[config.mk]
export PLATFORM = sky130hd
export DESIGN_NAME = dpm_map_bank
export DESIGN_NICKNAME = d
export VERILOG_FILES = /design/src/dpm_pkg.sv /design/src/dpm_field_sel.sv /design/src/dpm_map_bank.sv
export VERILOG_INCLUDE_DIRS = /design/src
export SDC_FILE = /design/constraint.sdc
export NUM_CORES = 1
export LEC_CHECK = 0
export BUFFER_PORTS_ARGS = -buffer_cell sky130_fd_sc_hd__buf_2
export CAP_MARGIN = 20
export CORE_MARGIN = 4
export CORE_UTILIZATION = 50
export CTS_CLUSTER_SIZE = 20
export DETAILED_ROUTE_END_ITERATION = 10
export GPL_TIMING_DRIVEN = 1
export PLACE_DENSITY = 0.76
export SLEW_MARGIN = 20
export SYNTH_ARGS = -nofsm -noshare
export SYNTH_HDL_FRONTEND = slang
export SYNTH_SLANG_ARGS = --single-unit
[constraint.sdc]
create_clock -name clk -period 1.7 [get_ports clk]
set_clock_uncertainty 0.1 [all_clocks]
set_input_delay 0.085 -clock clk [delete_from_list [all_inputs] [get_ports clk]]
set_output_delay 0.085 -clock clk [all_outputs]
set_load 0.02 [all_outputs]
[src/dpm_map_consts.svh]
`ifndef DPM_MAP_CONSTS_SVH
`define DPM_MAP_CONSTS_SVH

// Register indexes; byte address is four times the index
`define DPM_IDX_REMAP_EN 12'h33e
`define DPM_IDX_06_07 12'h343
`define DPM_IDX_08_09 12'h344
`define DPM_IDX_0A_0B 12'h345
`define DPM_IDX_0C_0D 12'h346
`define DPM_IDX_0E_0F 12'h347
`define DPM_IDX_10_11 12'h348
`define DPM_IDX_12_13 12'h349
`define DPM_IDX_14_15 12'h34a
`define DPM_IDX_16_17 12'h34b
`define DPM_IDX_18_19 12'h34c
`define DPM_IDX_1A_1B 12'h34d
`define DPM_IDX_1C_1D 12'h34e

// Table layout
`define DPM_MAP_COUNT 12
`define DPM_MAP_BASE_PAIR 5'h03
`define DPM_LO_LSB 0
`define DPM_HI_LSB 4
`define DPM_MAP_RESET 6'h00
`define DPM_REMAP_EN_BIT 0
`define DPM_REMAP_SPARE_BIT 1

// Internal slot codes
`define DPM_SLOT_REMAP 4'hc
`define DPM_SLOT_NONE 4'hf

`endif

[src/dpm_pkg.sv]
package dpm_pkg;

    // One mapping register: upper field odd code, lower field even code
    typedef struct packed {
        logic [2:0] hi;
        logic [2:0] lo;
    } dpm_pair_t;

    typedef struct packed {
        logic valid;
        logic [5:0] dscp;
    } dpm_query_t;

    typedef struct packed {
        logic valid;
        logic miss;
        logic [2:0] prio;
    } dpm_result_t;

endpackage

[src/dpm_field_sel.sv]
`include "dpm_map_consts.svh"
module dpm_field_sel
    import dpm_pkg::*;
(
    // Table contents
    input wire dpm_pair_t [11:0] map_tbl,
    // Code to look up
    input wire logic [5:0] dscp,
    // Selection
    output logic [2:0] prio,
    output logic miss
);

    logic [11:0] hit;
    logic [2:0] pick [12];

    genvar i;
    generate
        for (i = 0; i < `DPM_MAP_COUNT; i++)
        begin : g_entry
            // Register chosen by code shifted right, offset by table base
            assign hit[i] = (dscp[5:1] == (5'(i) + `DPM_MAP_BASE_PAIR));
            assign pick[i] = !hit[i] ? 3'h0 :
                             (dscp[0] ? map_tbl[i].hi : map_tbl[i].lo);
        end
    endgenerate

    always_comb
    begin
        prio = 3'h0;
        for (int k = 0; k < `DPM_MAP_COUNT; k++)
        begin
            prio = prio | pick[k];
        end
    end

    // Codes outside this slice are flagged as a miss, with prio zero
    assign miss = ~|hit;

endmodule // dpm_field_sel

[src/dpm_map_bank.sv]
`include "dpm_map_consts.svh"
module dpm_map_bank
    import dpm_pkg::*;
(
    // Clock and reset
    input wire logic clk,
    input wire logic nrst,
    // APB slave
    input wire logic psel,
    input wire logic penable,
    input wire logic pwrite,
    input wire logic [15:0] paddr,
    input wire logic [31:0] pwdata,
    input wire logic [3:0] pstrb,
    output logic [31:0] prdata,
    output logic pready,
    output logic pslverr,
    // Lookup
    input wire dpm_query_t query,
    output dpm_result_t result
);

    dpm_pair_t [11:0] map_tbl;
    logic remap_en;
    logic remap_spare;
    logic apb_setup;
    logic wr_fire;
    logic aligned;
    logic [3:0] req_slot;
    logic [31:0] next_rdata;
    logic [2:0] tbl_prio;
    logic tbl_miss;

    // Register index to internal slot
    function automatic logic [3:0] slot_of(input logic [11:0] idx);
        logic [3:0] s;
        s = `DPM_SLOT_NONE;
        if (idx == `DPM_IDX_REMAP_EN)
            s = `DPM_SLOT_REMAP;
        else if (idx == `DPM_IDX_06_07)
            s = 4'h0;
        else if (idx == `DPM_IDX_08_09)
            s = 4'h1;
        else if (idx == `DPM_IDX_0A_0B)
            s = 4'h2;
        else if (idx == `DPM_IDX_0C_0D)
            s = 4'h3;
        else if (idx == `DPM_IDX_0E_0F)
            s = 4'h4;
        else if (idx == `DPM_IDX_10_11)
            s = 4'h5;
        else if (idx == `DPM_IDX_12_13)
            s = 4'h6;
        else if (idx == `DPM_IDX_14_15)
            s = 4'h7;
        else if (idx == `DPM_IDX_16_17)
            s = 4'h8;
        else if (idx == `DPM_IDX_18_19)
            s = 4'h9;
        else if (idx == `DPM_IDX_1A_1B)
            s = 4'ha;
        else if (idx == `DPM_IDX_1C_1D)
            s = 4'hb;
        return s;
    endfunction

    // Unaligned or out-of-window addresses are unmapped
    assign aligned = (paddr[1:0] == 2'h0) && (paddr[15:14] == 2'h0);
    assign req_slot = aligned ? slot_of(paddr[13:2]) : `DPM_SLOT_NONE;
    assign apb_setup = psel && !penable;
    // Writes land only at the completing edge, and only through byte lane 0
    assign wr_fire = psel && penable && pready && pwrite && pstrb[0];

    // Mapping registers
    genvar i;
    generate
        for (i = 0; i < `DPM_MAP_COUNT; i++)
        begin : g_map
            always_ff @(posedge clk or negedge nrst)
            begin
                if (!nrst)
                begin
                    map_tbl[i] <= `DPM_MAP_RESET;
                end
                else if (wr_fire && req_slot == 4'(i))
                begin
                    // Bits 7 and 3 have no storage, so writes there vanish
                    map_tbl[i].hi <= pwdata[`DPM_HI_LSB +: 3];
                    map_tbl[i].lo <= pwdata[`DPM_LO_LSB +: 3];
                end
            end
        end
    endgenerate

    // Remap enable register
    always_ff @(posedge clk or negedge nrst)
    begin
        if (!nrst)
        begin
            remap_en <= 1'b0;
            remap_spare <= 1'b0;
        end
        else if (wr_fire && req_slot == `DPM_SLOT_REMAP)
        begin
            remap_en <= pwdata[`DPM_REMAP_EN_BIT];
            remap_spare <= pwdata[`DPM_REMAP_SPARE_BIT];
        end
    end

    // Read data
    always_comb
    begin
        next_rdata = 32'h0;
        if (req_slot == `DPM_SLOT_REMAP)
        begin
            next_rdata[`DPM_REMAP_EN_BIT] = remap_en;
            next_rdata[`DPM_REMAP_SPARE_BIT] = remap_spare;
        end
        else if (req_slot < `DPM_SLOT_REMAP)
        begin
            next_rdata[`DPM_HI_LSB +: 3] = map_tbl[req_slot].hi;
            next_rdata[`DPM_LO_LSB +: 3] = map_tbl[req_slot].lo;
        end
    end

    // Answer one cycle after setup: zero wait states, outputs registered
    always_ff @(posedge clk or negedge nrst)
    begin
        if (!nrst)
        begin
            pready <= 1'b0;
            prdata <= 32'h0;
            pslverr <= 1'b0;
        end
        else
        begin
            pready <= apb_setup;
            if (apb_setup)
            begin
                prdata <= pwrite ? 32'h0 : next_rdata;
                pslverr <= (req_slot == `DPM_SLOT_NONE);
            end
        end
    end

    dpm_field_sel u_sel
    (
        .map_tbl(map_tbl),
        .dscp(query.dscp),
        .prio(tbl_prio),
        .miss(tbl_miss)
    );

    // Lookup result, one cycle after the query; prio and miss hold between queries, valid drops
    always_ff @(posedge clk or negedge nrst)
    begin
        if (!nrst)
        begin
            result <= '0;
        end
        else
        begin
            result.valid <= query.valid;
            if (query.valid)
            begin
                if (remap_en)
                begin
                    result.prio <= tbl_prio;
                    result.miss <= tbl_miss;
                end
                else
                begin
                    result.prio <= query.dscp[5:3];
                    result.miss <= 1'b0;
                end
            end
        end
    end

    // Helper: no APB write, to any address or lane, has completed since reset
    logic wr_seen;
    always_ff @(posedge clk or negedge nrst)
    begin
        if (!nrst)
            wr_seen <= 1'b0;
        else if (psel && penable && pready && pwrite)
            wr_seen <= 1'b1;
    end

    // Every covered code, even and odd, lands on its own register field
    genvar j;
    generate
        for (j = 0; j < `DPM_MAP_COUNT; j++)
        begin : g_look_chk

        end
    endgenerate
endmodule // dpm_map_bank

## Yosys cells after proc, flatten, opt, wreduce, memory -nomap -nowiden

Index checks and enable logic that the tools add are counted.

| operators by class | value |
|---|---|
| $add $sub $neg | 0 |
| multipliers | 0 |
| divide/modulo/power cells | 0 |
| $lt $le $gt $ge | 2 |
| equal/unequal tests | 38 |
| shift-type cells | 0 |
| mux-type cells | 47 |
| bitwise gates (word level) | 11 |
| reductions and logical operators | 25 |

Operator list:

| kind | number |
|---|---|
| $eq 12x10->1 const B | 13 |
| $mux 3 | 31 |
| $mux 4 | 11 |
| $eq 5x4->1 const B | 7 |
| $or 3x3->3 | 11 |
| $bmux 6 s4 | 1 |
| $eq 4x4->1 const B | 6 |
| $eq 5x3->1 const B | 4 |
| $logic_and 1x1->1 | 19 |
| $eq 4x3->1 const B | 4 |
| $reduce_or 12->1 | 1 |
| $eq 4x2->1 const B | 2 |
| $mux 7 | 1 |
| $mux 6 | 1 |
| $eq 5x2->1 const B | 1 |
| $lt 4x5->1 const B | 1 |
| $eq 4x1->1 const B | 1 |
| $logic_not 2->1 | 2 |
| $logic_not 4->1 | 1 |
| $lt 4x4->1 const B | 1 |
| $logic_not 1->1 | 2 |
| $mux 2 | 1 |
| $mux 1 | 1 |

| word-level totals | value |
|---|---|
| register bits | 113 |
| bits in latches | 0 |
| bits in writable memories | 0 |
| bits in read-only memories | 0 |
| input port bits | 64 |
| output and inout port bits | 39 |
| logic and storage cells | 155 |
| memories | 0 |

## Longest topological paths before layout

Gate-level depths: netlist of run 1.

| depth | value |
|---|---|
| depth after elaboration | 20 |
| mapped depth | 10 |

## By module

From an unflattened synthesis of run 1, not the netlist that was laid out.

| unflattened totals | value |
|---|---|
| cells, all modules | 490 |
| area, all modules | 5,424.0 µm² |

Modules (own cells, without submodules):

| module | instances | cells an instance | area an instance (µm²) | sequential area each (µm²) |
|---|---|---|---|---|
| dpm_map_bank | 1 | 386 | 4,648.2 | 2,177.1 |
| dpm_field_sel | 1 | 104 | 775.7 | 0.0 |

## Worst setup path after synthesis of run 1

Ideal clock, no wire load.

| path | value |
|---|---|
| path kind | input to register |
| start point | input paddr[13] |
| end point | register map_tbl[60] (netlist name) |
| arrival | 1.875 ns |
| required time | 1.475 ns |
| path slack | -0.400 ns |
| stages on the path | 7 |
| cells stage by stage | nor4b_4 nand4_4 or3_1 clkbuf_1 buf_4 nor2_4 mux2_2 |

| on the way | value |
|---|---|
| longest elaborated chain between the ends | 17 |
| elaborated cells on any way between the ends | 29 |
| those cells by class | 14 x eq/ne; 14 x mux; 1 x reduce/logical |

Ends and longest elaborated chain:

| element | RTL line | source |
|---|---|---|
| from (decl) | dpm_map_bank.sv:12 | `input wire logic [15:0] paddr,` |
| $eq 12x10->1 (no source line) | -- |  |
| $mux 3 | dpm_map_bank.sv:62 | `` else if (idx == `DPM_IDX_1C_1D) `` |
| $mux 3 | dpm_map_bank.sv:60 | `` else if (idx == `DPM_IDX_1A_1B) `` |
| $mux 3 | dpm_map_bank.sv:58 | `` else if (idx == `DPM_IDX_18_19) `` |
| $mux 3 | dpm_map_bank.sv:56 | `` else if (idx == `DPM_IDX_16_17) `` |
| $mux 4 | dpm_map_bank.sv:54 | `` else if (idx == `DPM_IDX_14_15) `` |
| $mux 4 | dpm_map_bank.sv:52 | `` else if (idx == `DPM_IDX_12_13) `` |
| $mux 4 | dpm_map_bank.sv:50 | `` else if (idx == `DPM_IDX_10_11) `` |
| $mux 4 | dpm_map_bank.sv:48 | `` else if (idx == `DPM_IDX_0E_0F) `` |
| $mux 4 | dpm_map_bank.sv:46 | `` else if (idx == `DPM_IDX_0C_0D) `` |
| $mux 4 | dpm_map_bank.sv:44 | `` else if (idx == `DPM_IDX_0A_0B) `` |
| $mux 4 | dpm_map_bank.sv:42 | `` else if (idx == `DPM_IDX_08_09) `` |
| $mux 4 | dpm_map_bank.sv:40 | `` else if (idx == `DPM_IDX_06_07) `` |
| $mux 4 (*) | dpm_map_bank.sv:38 | `` if (idx == `DPM_IDX_REMAP_EN) `` |
| $mux 4 (no source line) (*) | -- |  |
| $eq 4x4->1 (*) | dpm_map_bank.sv:85 | `else if (wr_fire && req_slot == 4'(i))` |
| $logic_and 1x1->1 (*) | dpm_map_bank.sv:85 |  |

Every way passes the cells marked *; elsewhere a longest branch is shown, timed or not.
A chain may end at the register's enable or synchronous reset.

## Final worst setup path of run 1

| path | value |
|---|---|
| start point | input paddr[12] |
| end point | register map_tbl[7] (netlist name) |

| on the way | value |
|---|---|
| longest elaborated chain between the ends | 17 |
| elaborated cells on any way between the ends | 29 |
| those cells by class | 14 x eq/ne; 14 x mux; 1 x reduce/logical |

Ends and longest elaborated chain:

| element | RTL line |
|---|---|
| $eq 12x10->1 (no source line) | -- |
| $mux 3 | dpm_map_bank.sv:62 |
| $mux 3 | dpm_map_bank.sv:60 |
| $mux 3 | dpm_map_bank.sv:58 |
| $mux 3 | dpm_map_bank.sv:56 |
| $mux 4 | dpm_map_bank.sv:54 |
| $mux 4 | dpm_map_bank.sv:52 |
| $mux 4 | dpm_map_bank.sv:50 |
| $mux 4 | dpm_map_bank.sv:48 |
| $mux 4 | dpm_map_bank.sv:46 |
| $mux 4 | dpm_map_bank.sv:44 |
| $mux 4 | dpm_map_bank.sv:42 |
| $mux 4 | dpm_map_bank.sv:40 |
| $mux 4 (*) | dpm_map_bank.sv:38 |
| $mux 4 (no source line) (*) | -- |
| $eq 4x1->1 (*) | dpm_map_bank.sv:85 |
| $logic_and 1x1->1 (*) | dpm_map_bank.sv:85 |

Marks and branches as above.

==> results of run 1 <==
-- sequential cells by signal, summed over array words and instances, names as in the netlist --
| register | count |
|---|---|
| pready | 1 |
| result | 5 |
| pslverr | 1 |
| map_tbl | 72 |
| remap_spare | 1 |
| prdata | 6 |
| remap_en | 1 |
-- metrics by stage --
| step | instances | TNS (ns) | power (uW) | utilization | hold WS [ns] |
|---|---|---|---|---|---|
| 2_1_floorplan | 515 | -19.09 | 2400 | - | -0.311 |
| 3_3_place_gp | 737 | -38.93 | 2590 | 0.612 | 0.0549 |
| 3_5_place_dp | 737 | -43.43 | 2590 | 0.612 | 0.0549 |
| 4_1_cts | 783 | -4.04 | 4270 | 0.703 | 0.00451 |
| 5_1_grt | 794 | -11.56 | 4420 | 0.733 | 0.0457 |
| 6_report | 794 | -7.96 | 4290 | 0.733 | 0.0463 |
-- worst max-delay path by stage --
stage                        to  slack, ns  depth (start not counted)       from
floorplan           map_tbl[60]      -0.35                          7  paddr[14]
global placement     map_tbl[8]      -0.64                          8   paddr[9]
detailed placement   map_tbl[6]      -0.67                          8   paddr[9]
CTS                  map_tbl[6]      -0.12                          9  paddr[13]
global route         map_tbl[6]      -0.27                         10  paddr[12]
finish               map_tbl[7]      -0.20                         10  paddr[12]
-- cell usage in the layout, fill, tap and decap left out, types with 4 or more instances in the layout --
cell and n:
o211ai_1 4, a32oi_1 8, mux2_4 61, dfrtp_1 87
o21ai_0 7, mux2_2 20, and2_1 8, or3_4 4
conb_1 26, nand2_2 4, buf_6 19, nor2b_1 4
o21ai_1 10, buf_12 8, buf_2 44, nand2_1 20
inv_1 14, buf_4 103, nor3_1 5, nor2_4 9
o221a_4 4, o221ai_2 6, a22oi_1 9, dlygate4sd3_1 5
o22ai_1 4, clkbuf_8 10, buf_8 4, o22ai_2 5
nand3_1 11, and3_1 8, nor2_1 18, a21oi_2 4
a21oi_1 8
-- routing by layer --
layer | routed length (um) | vias up
met5 | 0 | -
met4 | 561 | 0
met1 | 7300 | 2443
met3 | 1690 | 63
met2 | 8570 | 308
li1 | - | 2103
-- synth_stat cells (9+ instances only) --
cell | instances | share of area
a32oi_1 | 9 | 0.015
and2_1 | 9 | 0.011
inv_1 | 14 | 0.010
a22oi_1 | 12 | 0.017
clkbuf_1 | 19 | 0.014
dfrtp_1 | 87 | 0.42
and3_1 | 10 | 0.012
a21oi_1 | 12 | 0.011
o221ai_1 | 9 | 0.015
o21ai_0 | 18 | 0.017
nand2_1 | 27 | 0.019
nor2_1 | 22 | 0.016
nand3_1 | 13 | 0.012
o22ai_1 | 10 | 0.012
mux2_2 | 74 | 0.16
buf_2 | 9 | 0.0086
buf_4 | 28 | 0.040
-- timing repair --
action | in CTS | in global routing
endpoints found under the setup margin | 78 | 83
resized for setup | 89 | 61
pin swaps | 40 | 33
hold endpoints to repair | 95 | 1
setup buffers | 26 | 13
gates cloned | 1 | 0
hold buffers | 4 | 1
-- worst register-to-register path: cells and delay by family (launching register included) --
kind,cells,cell delay (ns)
simple gates,2,0.40
flops,1,0.42
compound gates,4,0.54
mux,1,0.27
-- area by class of cell --
type / instances / area (um2) / share of cell area
inverter: 14 / 52.6 / 0.00697
tap: 136 / 170 / 0.0226
multi-input combinational: 357 / 3400 / 0.451
clock inverter: 6 / 92.6 / 0.0123
timing repair buffer: 184 / 1510 / 0.200
clock buffer: 10 / 138 / 0.0183
sequential: 87 / 2180 / 0.289
-- logic make-up (layout without fill, tap and decap cells) --
family	count (synthesis)	after routing	synth area share
other cells	1	26	0.000716
compound gates	110	110	0.156
simple gates	133	133	0.160
xor+xnor	4	4	0.00669
buf+inv	71	214	0.0745
flops	87	87	0.416
mux	84	84	0.187
-- report_power, final --
| group | leakage (uW) | total (uW) | internal [uW] | switching (uW) |
|---|---|---|---|---|
| sequential | 0.00117 | 2090 | 2080 | 6.97 |
| clock | 0.000109 | 1660 | 875 | 788 |
| combinational | 0.00225 | 540 | 201 | 339 |
==> out/metrics.cfg, run 1 <==
[drt]
ant_nets=0
routed-via-count=4917
vias_per_cell=6.19
wl_per_cell_um=22.8
drtIter0Drc=445
drc=0
finalWirelength_mm=18.1
drt-pass1-iter-count=5

[run_status]
status=finished, violations left
failed_checks=setup timing

[layout]
fillers=673
diodes=0
syn_to_final_growth_pct=43.9
design_area_um2=7540
layout.nets=717
drive_above_1_share=0.555

[sta]
finalHoldViolCount=0
setup_slack_ns=-0.197
rsz0062_at_grt=true
fmax_mhz=527
fin_crit_ns=1.90
setup_viol=71
period_share=1.12
maxSlewViolCount=0

[global_route]
grt_pass1_vias=4751
antenna_found_initial=0
met3_usage=0.0652
grt_util_met2=0.470
grt_pass1_wl_mm=26.6
gr-total-overflow=0
top_usage_layer=met2
grtUsageMet1=0.402
grt_max_degree=88
grt_use_total=0.295

[placed_design]
dp_slack_ns=-0.665
gp_congestion=0.977
post-dp-hpwl_mm=12.2
place_area_um2=6290
port_buffers=47

[synthesis]
synth_cells=490
yosysSeqAreaShare=0.416
postSynth.asyncResetShare=1.00
avgSynthCellArea_um2=10.7
synth_cell_types=75
synth_warnings=0
ys.flop_type=dfrtp_1
ys_ff_latch=87
synth-edff-count=0
syn_area_um2=5240

[power]
power_leakage_uw=0.00353
peakVddDrop_mv=0.704
power_per_cell_area_nw_per_um2=569

[floorplan]
core_area_um2=10300
rows=37
ios=103
start_util=0.510
die_w_um=110
die_h_um=110
die_area_um2=12200

[clock_tree]
cts.sinks=87
clock_path_buffers=2
clockRootBuffer=clkbuf_8
cts_tree=built
h-tree-depth=3
cts_buffers=9
clk_pin_slew_ns=0.09
insertion_delay_ns=0.37

[hold_path]
holdPathStages=4
hp-class=in -> reg
whs_endpoint=pready
hp-start=psel

[critical_path]
cp-end-kind=flip-flop
cpPeakStageDelay_ns=0.36
arrival_ns=2.05
cp_cell_sequence=buf_6, nor4b_4, buf_4, and4_4, o211ai_1, buf_4, buf_8, nor3_4, buf_12, mux2_4
reg2reg_depth=7
crit_type=in -> reg
reg2reg_setup_slack_ns=-0.13
r2r-end=result[2]
cp_slowest_cell=nor4b_4
crit-reg2reg-launch=map_tbl[26]
worstPathRequired_ns=1.85
worst_path_most_repeated_cell=buf_4
cp-start-kind=input port
critPathTopFamily=simple AND/OR/NAND/NOR gates
critPathMaxFanout=7
crit_buf_inv=5

[job]
maxCapViolCount=0

(Power assumes the default switching activity.)
==> run 2: changes to the inputs <==
--- a/config.mk
+++ b/config.mk
@@ -8,6 +8,7 @@
 export LEC_CHECK = 0
 export BUFFER_PORTS_ARGS = -buffer_cell sky130_fd_sc_hd__buf_2
 export CAP_MARGIN = 20
+export CORE_ASPECT_RATIO = 2
 export CORE_MARGIN = 4
 export CORE_UTILIZATION = 50
 export CTS_CLUSTER_SIZE = 20
==> run 2 against run 1 <==
The flow still finishes with violations (setup timing). Worst hold slack worse by 0.0057 ns. Sequential share of layout area down 0.51 points. Combinational power up 6.9%. Via count up 2.5%. Flip-flop and latch count unchanged. Maximum frequency down 3.4%. Core utilization up 1.8 points. Critical path type unchanged. Largest cell class unchanged. Highest routed layer unchanged.
==> out/metrics.cfg, run 2 (synthesized netlist as in run 1, its figures left out) <==
[critical_path]
cp_slowest_cell=or3_4
cp_cell_sequence=buf_6, nor4_4, buf_4, nand4_4, o22ai_4, o22ai_2, or3_4, a222oi_1
arrival_ns=2.08  ; +0.03 ns
worstPathRequired_ns=1.82  ; -0.03 ns
reg2reg_setup_slack_ns=-0.13  ; about the same
cp-start-kind=input port
crit_type=in -> reg
cpPeakStageDelay_ns=0.39  ; +0.03 ns
critPathMaxFanout=6  ; -1
cp-end-kind=flip-flop

[job]
maxCapViolCount=0  ; unchanged

[sta]
rsz0062_at_grt=true
setup_slack_ns=-0.263  ; -0.0664 ns
finalHoldViolCount=0  ; unchanged
setup_viol=83  ; +17%
max_slew_margin=0.636
fmax_mhz=509  ; -3.4%
fin_hold_ws_ns=0.0406  ; -0.00573 ns
period_share=1.15  ; +0.0391
maxSlewViolCount=0  ; unchanged
worst_pin_slew_ns=0.547
fin_crit_ns=1.96  ; +0.0664 ns

[floorplan]
ios=103  ; unchanged
core_area_um2=10200  ; -0.61%
die_w_um=80.4  ; -27%
die_h_um=153  ; +38%
rows=52  ; +41%
die_area_um2=12300  ; +0.82%
start_util=0.513  ; +0.00312

[clock_tree]
clockRootBuffer=clkbuf_16
insertion_delay_ns=0.34  ; -0.03 ns
cts_tree=built
clk_pin_slew_ns=0.07  ; -0.02 ns
clock_path_buffers=2  ; unchanged
h-tree-depth=3  ; unchanged
cts.sinks=87  ; unchanged
cts_buffers=9  ; unchanged

[layout]
regMostFlops=map_tbl
syn_to_final_growth_pct=46.5
finalNonFillerCells=803  ; +1.1%
largest_register_ffs=72  ; unchanged
diodes=0  ; unchanged
seq_area_um2=2180  ; about the same
multiInputGateArea_um2=3400  ; -0.11%
fillers=682  ; +1.3%
final_cell_mix=buf_4 (115), dfrtp_1 (86), mux2_4 (47), buf_2 (40), mux2_2 (34)
largestRegisters=map_tbl: 72 flops, prdata: 6 flops, result: 5 flops
drive_above_1_share=0.578  ; +0.0231
layout.nets=727  ; +1.4%
final_common_cell=buf_4

[global_route]
grt_pass1_vias=5467  ; +15%
antenna_found_initial=0  ; unchanged
grt_max_degree=39  ; -56%
grt_use_total=0.339  ; +0.0436
gr-total-overflow=0  ; unchanged
grt_pass1_wl_mm=30.8  ; +16%

[drt]
wl_per_cell_um=25.4  ; +11%
finalWirelength_mm=20.4  ; +12%
drtIter0Drc=408  ; -8.3%
routed-via-count=5041  ; +2.5%
ant_nets=0  ; unchanged
drc=0  ; unchanged
drt-pass1-iter-count=5  ; unchanged
vias_per_cell=6.28  ; +1.4%

[power]
p_total_uw=4700  ; +9.6%
power_per_cell_area_nw_per_um2=612  ; +7.6%
power_leakage_uw=0.00355  ; +0.40%
peakVddDrop_mv=0.629  ; -11%

[placed_design]
post-dp-hpwl_mm=14.3  ; +17%
gp_congestion=0.965  ; -1.3%
dp.cells=762  ; +3.4%
port_buffers=47  ; unchanged
dp_slack_ns=-0.747  ; -0.0814 ns

[run_status]
status=finished, violations left
failed_checks=setup timing

[hold_path]
hp-class=in -> reg

==> run 2: cell count changes in the layout (fill, tap and decap cells not counted), moves of 4 or more <==
cell / before / now
mux2_2: 20 / 34
clkbuf_8: 10 / 0
buf_2: 44 / 40
buf_6: 19 / 26
buf_4: 103 / 115
mux2_4: 61 / 47
clkbuf_16: 0 / 9
==> run 2: critical path, delay by kind of cell <==
kind / cells / cell delay, ns
AO/OA/AOI/OAI: 3 / 0.79
AND/OR/NAND/NOR: 3 / 0.91
buffers and inverters: 2 / 0.30
==> run 2: final timing paths <==
path	from	endpoint	cells past startpoint
hold / removal	pwdata[1]	map_tbl[67]	3
setup reg to reg	map_tbl[31]	prdata[1]	6
hold reg to reg	pslverr	pslverr	2
max in group asynchronous	nrst	map_tbl[36]	3
min in group asynchronous	nrst	map_tbl[26]	2
setup / recovery	paddr[0]	prdata[4]	8
==> run 2: where the power goes <==
| part | total, uW | internal, uW | leakage (uW) | switching (uW) |
|---|---|---|---|---|
| logic | 577 | 215 | 0.00223 | 363 |
| registers | 2090 | 2080 | 0.00117 | 6.47 |
| clock network | 2030 | 1150 | 0.000143 | 881 |
==> run 2: final cells by class <==
class,count,share of cell area
repair buffers,194,0.205
multi-input cells,357,0.443
clock buffers,9,0.0293
inverters,14,0.00685
flip-flops and latches,87,0.284
clock inverters,7,0.00994
well taps,135,0.0220
==> run 2: timing repair <==
action / in CTS / in global routing
buffers inserted: 19 / 7
pin swaps: 47 / 23
resized for setup: 96 / 60
hold buffers: 2 / 0
hold endpoints to repair: 38 / 0
setup endpoints to repair: 81 / 83
==> run 2: routing by layer <==
metal	GRT usage	vias up	wire [um]
met5	0	-	0
met4	0.284	0	2110
met3	0.0562	126	1120
met2	0.583	310	10700
met1	0.342	2472	6450
li1	-	2133	-
==> run 2: metrics by stage <==
step           setup TNS [ns]  cell area [um2]  utilization
6_report               -13.59             7670        0.751
5_1_grt                -18.84             7670        0.751
4_1_cts                 -6.24             7410        0.726
3_5_place_dp           -43.58             6520        0.638
3_3_place_gp           -38.78             6520        0.638
2_1_floorplan          -19.09             5480            -
==> run 3: changes to the inputs <==
--- a/config.mk
+++ b/config.mk
@@ -10,12 +10,14 @@
 export CAP_MARGIN = 20
 export CORE_ASPECT_RATIO = 2
 export CORE_MARGIN = 4
-export CORE_UTILIZATION = 50
+export CORE_UTILIZATION = 51
 export CTS_CLUSTER_SIZE = 20
 export DETAILED_ROUTE_END_ITERATION = 10
 export GPL_TIMING_DRIVEN = 1
-export PLACE_DENSITY = 0.76
+export PLACE_DENSITY = 0.77
+export SETUP_SLACK_MARGIN = 0.15
 export SLEW_MARGIN = 20
 export SYNTH_ARGS = -nofsm -noshare
 export SYNTH_HDL_FRONTEND = slang
+export SYNTH_HIERARCHICAL = 1
 export SYNTH_SLANG_ARGS = --single-unit
==> run 3 against run 2 <==
The flow still finishes with violations (setup timing). Flip-flop and latch count unchanged. Total power grew 2.3%. Sequential share of layout area increased by 0.26 points. Cell count fell by 3.2%. Routed wire length grew 8.9%. Clock power is 9% higher. Via count rose by 3.3%. Non-clock buffer count down 25. Critical endpoint unchanged. Largest cell class unchanged. Highest routed layer is now met5.
==> out/metrics.cfg, run 3 <==
[run_status]
status=finished, violations left
failed_checks=setup timing

[drt]
vias_per_cell=6.70  ; +6.7%
drc=0  ; unchanged
drtIter0Drc=602  ; +48%
routed-via-count=5207  ; +3.3%
wl_per_cell_um=28.5  ; +13%
ant_nets=0  ; unchanged
drt-pass1-iter-count=5  ; unchanged
finalWirelength_mm=22.2  ; +8.9%

[layout]
multiInputGateArea_um2=3450  ; +1.7%
final_common_cell=dfrtp_1
fillers=621  ; -8.9%
largest_register_ffs=72  ; unchanged
layout.nets=699  ; -3.9%
syn_to_final_growth_pct=40.1
largestRegisters=map_tbl: 72 flops, prdata: 6 flops, result: 5 flops
regMostFlops=map_tbl
finalNonFillerCells=777  ; -3.2%
seq_area_um2=2180  ; about the same
diodes=0  ; unchanged
drive_above_1_share=0.520  ; -0.0575
final_cell_mix=dfrtp_1 (87), buf_4 (86), buf_2 (43), mux2_4 (41), mux2_2 (39)
design_area_um2=7600  ; -0.98%

[synthesis]
yosysSeqAreaShare=0.401  ; -0.0143
yosys.cell_count.top_type=dfrtp_1
ys_ff_latch=87  ; unchanged
postSynth.asyncResetShare=1.00  ; unchanged
synth.area.top_cells=dfrtp_1 (40%), mux2_2 (11%), mux2i_1 (9.2%)
avgSynthCellArea_um2=11.1  ; +3.6%
ys.flop_type=dfrtp_1
ys_top_cells_by_count=dfrtp_1 (87), mux2_2 (55), mux2i_1 (50), nor3_1 (35), buf_4 (31)
syn_area_um2=5420  ; +3.6%
synth_cell_types=64  ; -15%
synth-edff-count=0  ; unchanged
synth_top_area_cell=dfrtp_1
synth_warnings=6  ; +6
synth_cells=490  ; unchanged
synth_top_area_frac=0.401  ; -0.0143

[critical_path]
cp-end-kind=flip-flop
startpoint=paddr[2]
cp-start-kind=input port
worstPathRequired_ns=1.85  ; +0.03 ns
crit-reg2reg-launch=pready
arrival_ns=2.47  ; +0.39 ns
critPathMaxFanout=4  ; -2
crit_type=in -> reg

[clock_tree]
h-tree-depth=3  ; unchanged
cts_tree=built
insertion_delay_ns=0.35  ; about the same
clockRootBuffer=clkbuf_16
clk_pin_slew_ns=0.07  ; about the same
clock_path_buffers=2  ; unchanged
cts.sinks=87  ; unchanged
cts_buffers=9  ; unchanged

[global_route]
grt_max_degree=41  ; +5.1%
grt_use_total=0.347  ; +0.00801
antenna_found_initial=1  ; +1
grt_pass1_vias=5337  ; -2.4%
gr-total-overflow=0  ; unchanged
grt_pass1_wl_mm=31.2  ; +1.3%

[placed_design]
port_buffers=47  ; unchanged
gp_congestion=1.03  ; +6.4%
dp.cells=728  ; -4.5%
place_area_um2=6450  ; -1.1%
post-dp-hpwl_mm=13.4  ; -6.1%
dp_slack_ns=-0.657  ; +0.0892 ns

[floorplan]
die_w_um=80.9  ; +0.68%
die_area_um2=12400  ; +1.4%
core_area_um2=10500  ; +2.6%
die_h_um=154  ; +0.72%
ios=103  ; unchanged
rows=53  ; +1.9%
start_util=0.518  ; +0.00493

[sta]
worst_pin_slew_ns=0.536  ; -0.0109 ns
fin_crit_ns=2.32  ; +0.358 ns
setup_viol=82  ; -1.2%
period_share=1.37  ; +0.211
fin_hold_ws_ns=0.00645  ; -0.0341 ns
setup_slack_ns=-0.621  ; -0.358 ns
finalHoldViolCount=0  ; unchanged
fmax_mhz=431  ; -15%
rsz0062_at_grt=true
max_slew_margin=0.640  ; +0.00405
maxSlewViolCount=0  ; unchanged

[power]
power_per_cell_area_nw_per_um2=633  ; +3.3%
clock_power_share=0.462  ; +0.029
peakVddDrop_mv=0.868  ; +38%
seqPwrFrac=0.434  ; -0.010
combPwrFrac=0.104  ; -0.019
cellInternalPower_uw=3580  ; +3.9%
p_switching_uw=1220  ; -2.2%
p_total_uw=4810  ; +2.3%
power_leakage_uw=0.00359  ; +1.4%
switching_share=0.254  ; -0.0116

[hold_path]
hp-class=in -> reg
hp-start=query[4]

[job]
maxCapViolCount=0  ; unchanged

run 3: timing repair:
item / CTS / global route
setup endpoints to repair: 82 / 84
gates cloned: 1 / 0
hold endpoints to repair: 92 / 0
gates resized for setup: 65 / 36
pin swaps: 20 / 25
setup buffers: 17 / 13
hold buffers: 2 / 0
run 3: per-layer routing:
| metal | global-route usage | share of wire | wire length (um) | up-vias |
|---|---|---|---|---|
| met4 | 0.258 | 0.10 | 2270 | 2 |
| met2 | 0.590 | 0.49 | 10900 | 435 |
| met5 | 0 | 0.00059 | 13 | - |
| li1 | - | - | - | 2075 |
| met1 | 0.342 | 0.31 | 6970 | 2528 |
| met3 | 0.103 | 0.089 | 1980 | 167 |
run 3: path summary, 6_finish.rpt:
check	endpoint	slack (ns)	depth (start not counted)
hold / removal	result[1]	0.006	3
min in group asynchronous	map_tbl[62]	0.06	2
max in group asynchronous	map_tbl[15]	0.73	3
setup reg to reg	map_tbl[65]	-0.16	6
setup / recovery	prdata[4]	-0.62	10
hold reg to reg	pslverr	0.41	2
run 3: through the flow:
stage | TNS [ns] | utilization
final | -19.52 | 0.725
after detailed placement | -42.22 | 0.616
after global routing | -21.64 | 0.725
after global placement | -38.55 | 0.616
after CTS | -10.28 | 0.696
after floorplan | -22.77 | -
run 3: power by group through the flow:
stage	combinational, uW	clock, uW	sequential (uW)
finish	500	2220	2090
global route	522	2310	2090
CTS	463	2200	2090
detailed placement	438	0	2130
global placement	428	0	2120
floorplan	259	0	2140
run 3: cell type report:
type | count | share of cell area
multi-input cells | 366 | 0.454
flip-flops and latches | 87 | 0.286
repair buffers | 169 | 0.192
clock buffers | 10 | 0.0314
well taps | 137 | 0.0226
clock inverters | 6 | 0.0122
inverters | 2 | 0.000988
run 3: cells by family (layout without fill, tap and decap cells):
family / Yosys count / after routing / synth area share
compound gates: 64 / 64 / 0.0881
other cells: 1 / 26 / 0.000691
simple gates: 145 / 145 / 0.172
flops: 87 / 87 / 0.401
xor+xnor: 1 / 1 / 0.00162
mux: 130 / 130 / 0.258
buf+inv: 62 / 187 / 0.0780
run 3: critical path, stage by stage:
cell	delay [ns]
buf_6	0.09
nand4b_1	0.20
or4_4	0.52
a31oi_4	0.25
buf_12	0.15
buf_4	0.16
mux2_2	0.36
o22ai_2	0.30
nand2_1	0.13
a31o_2	0.21
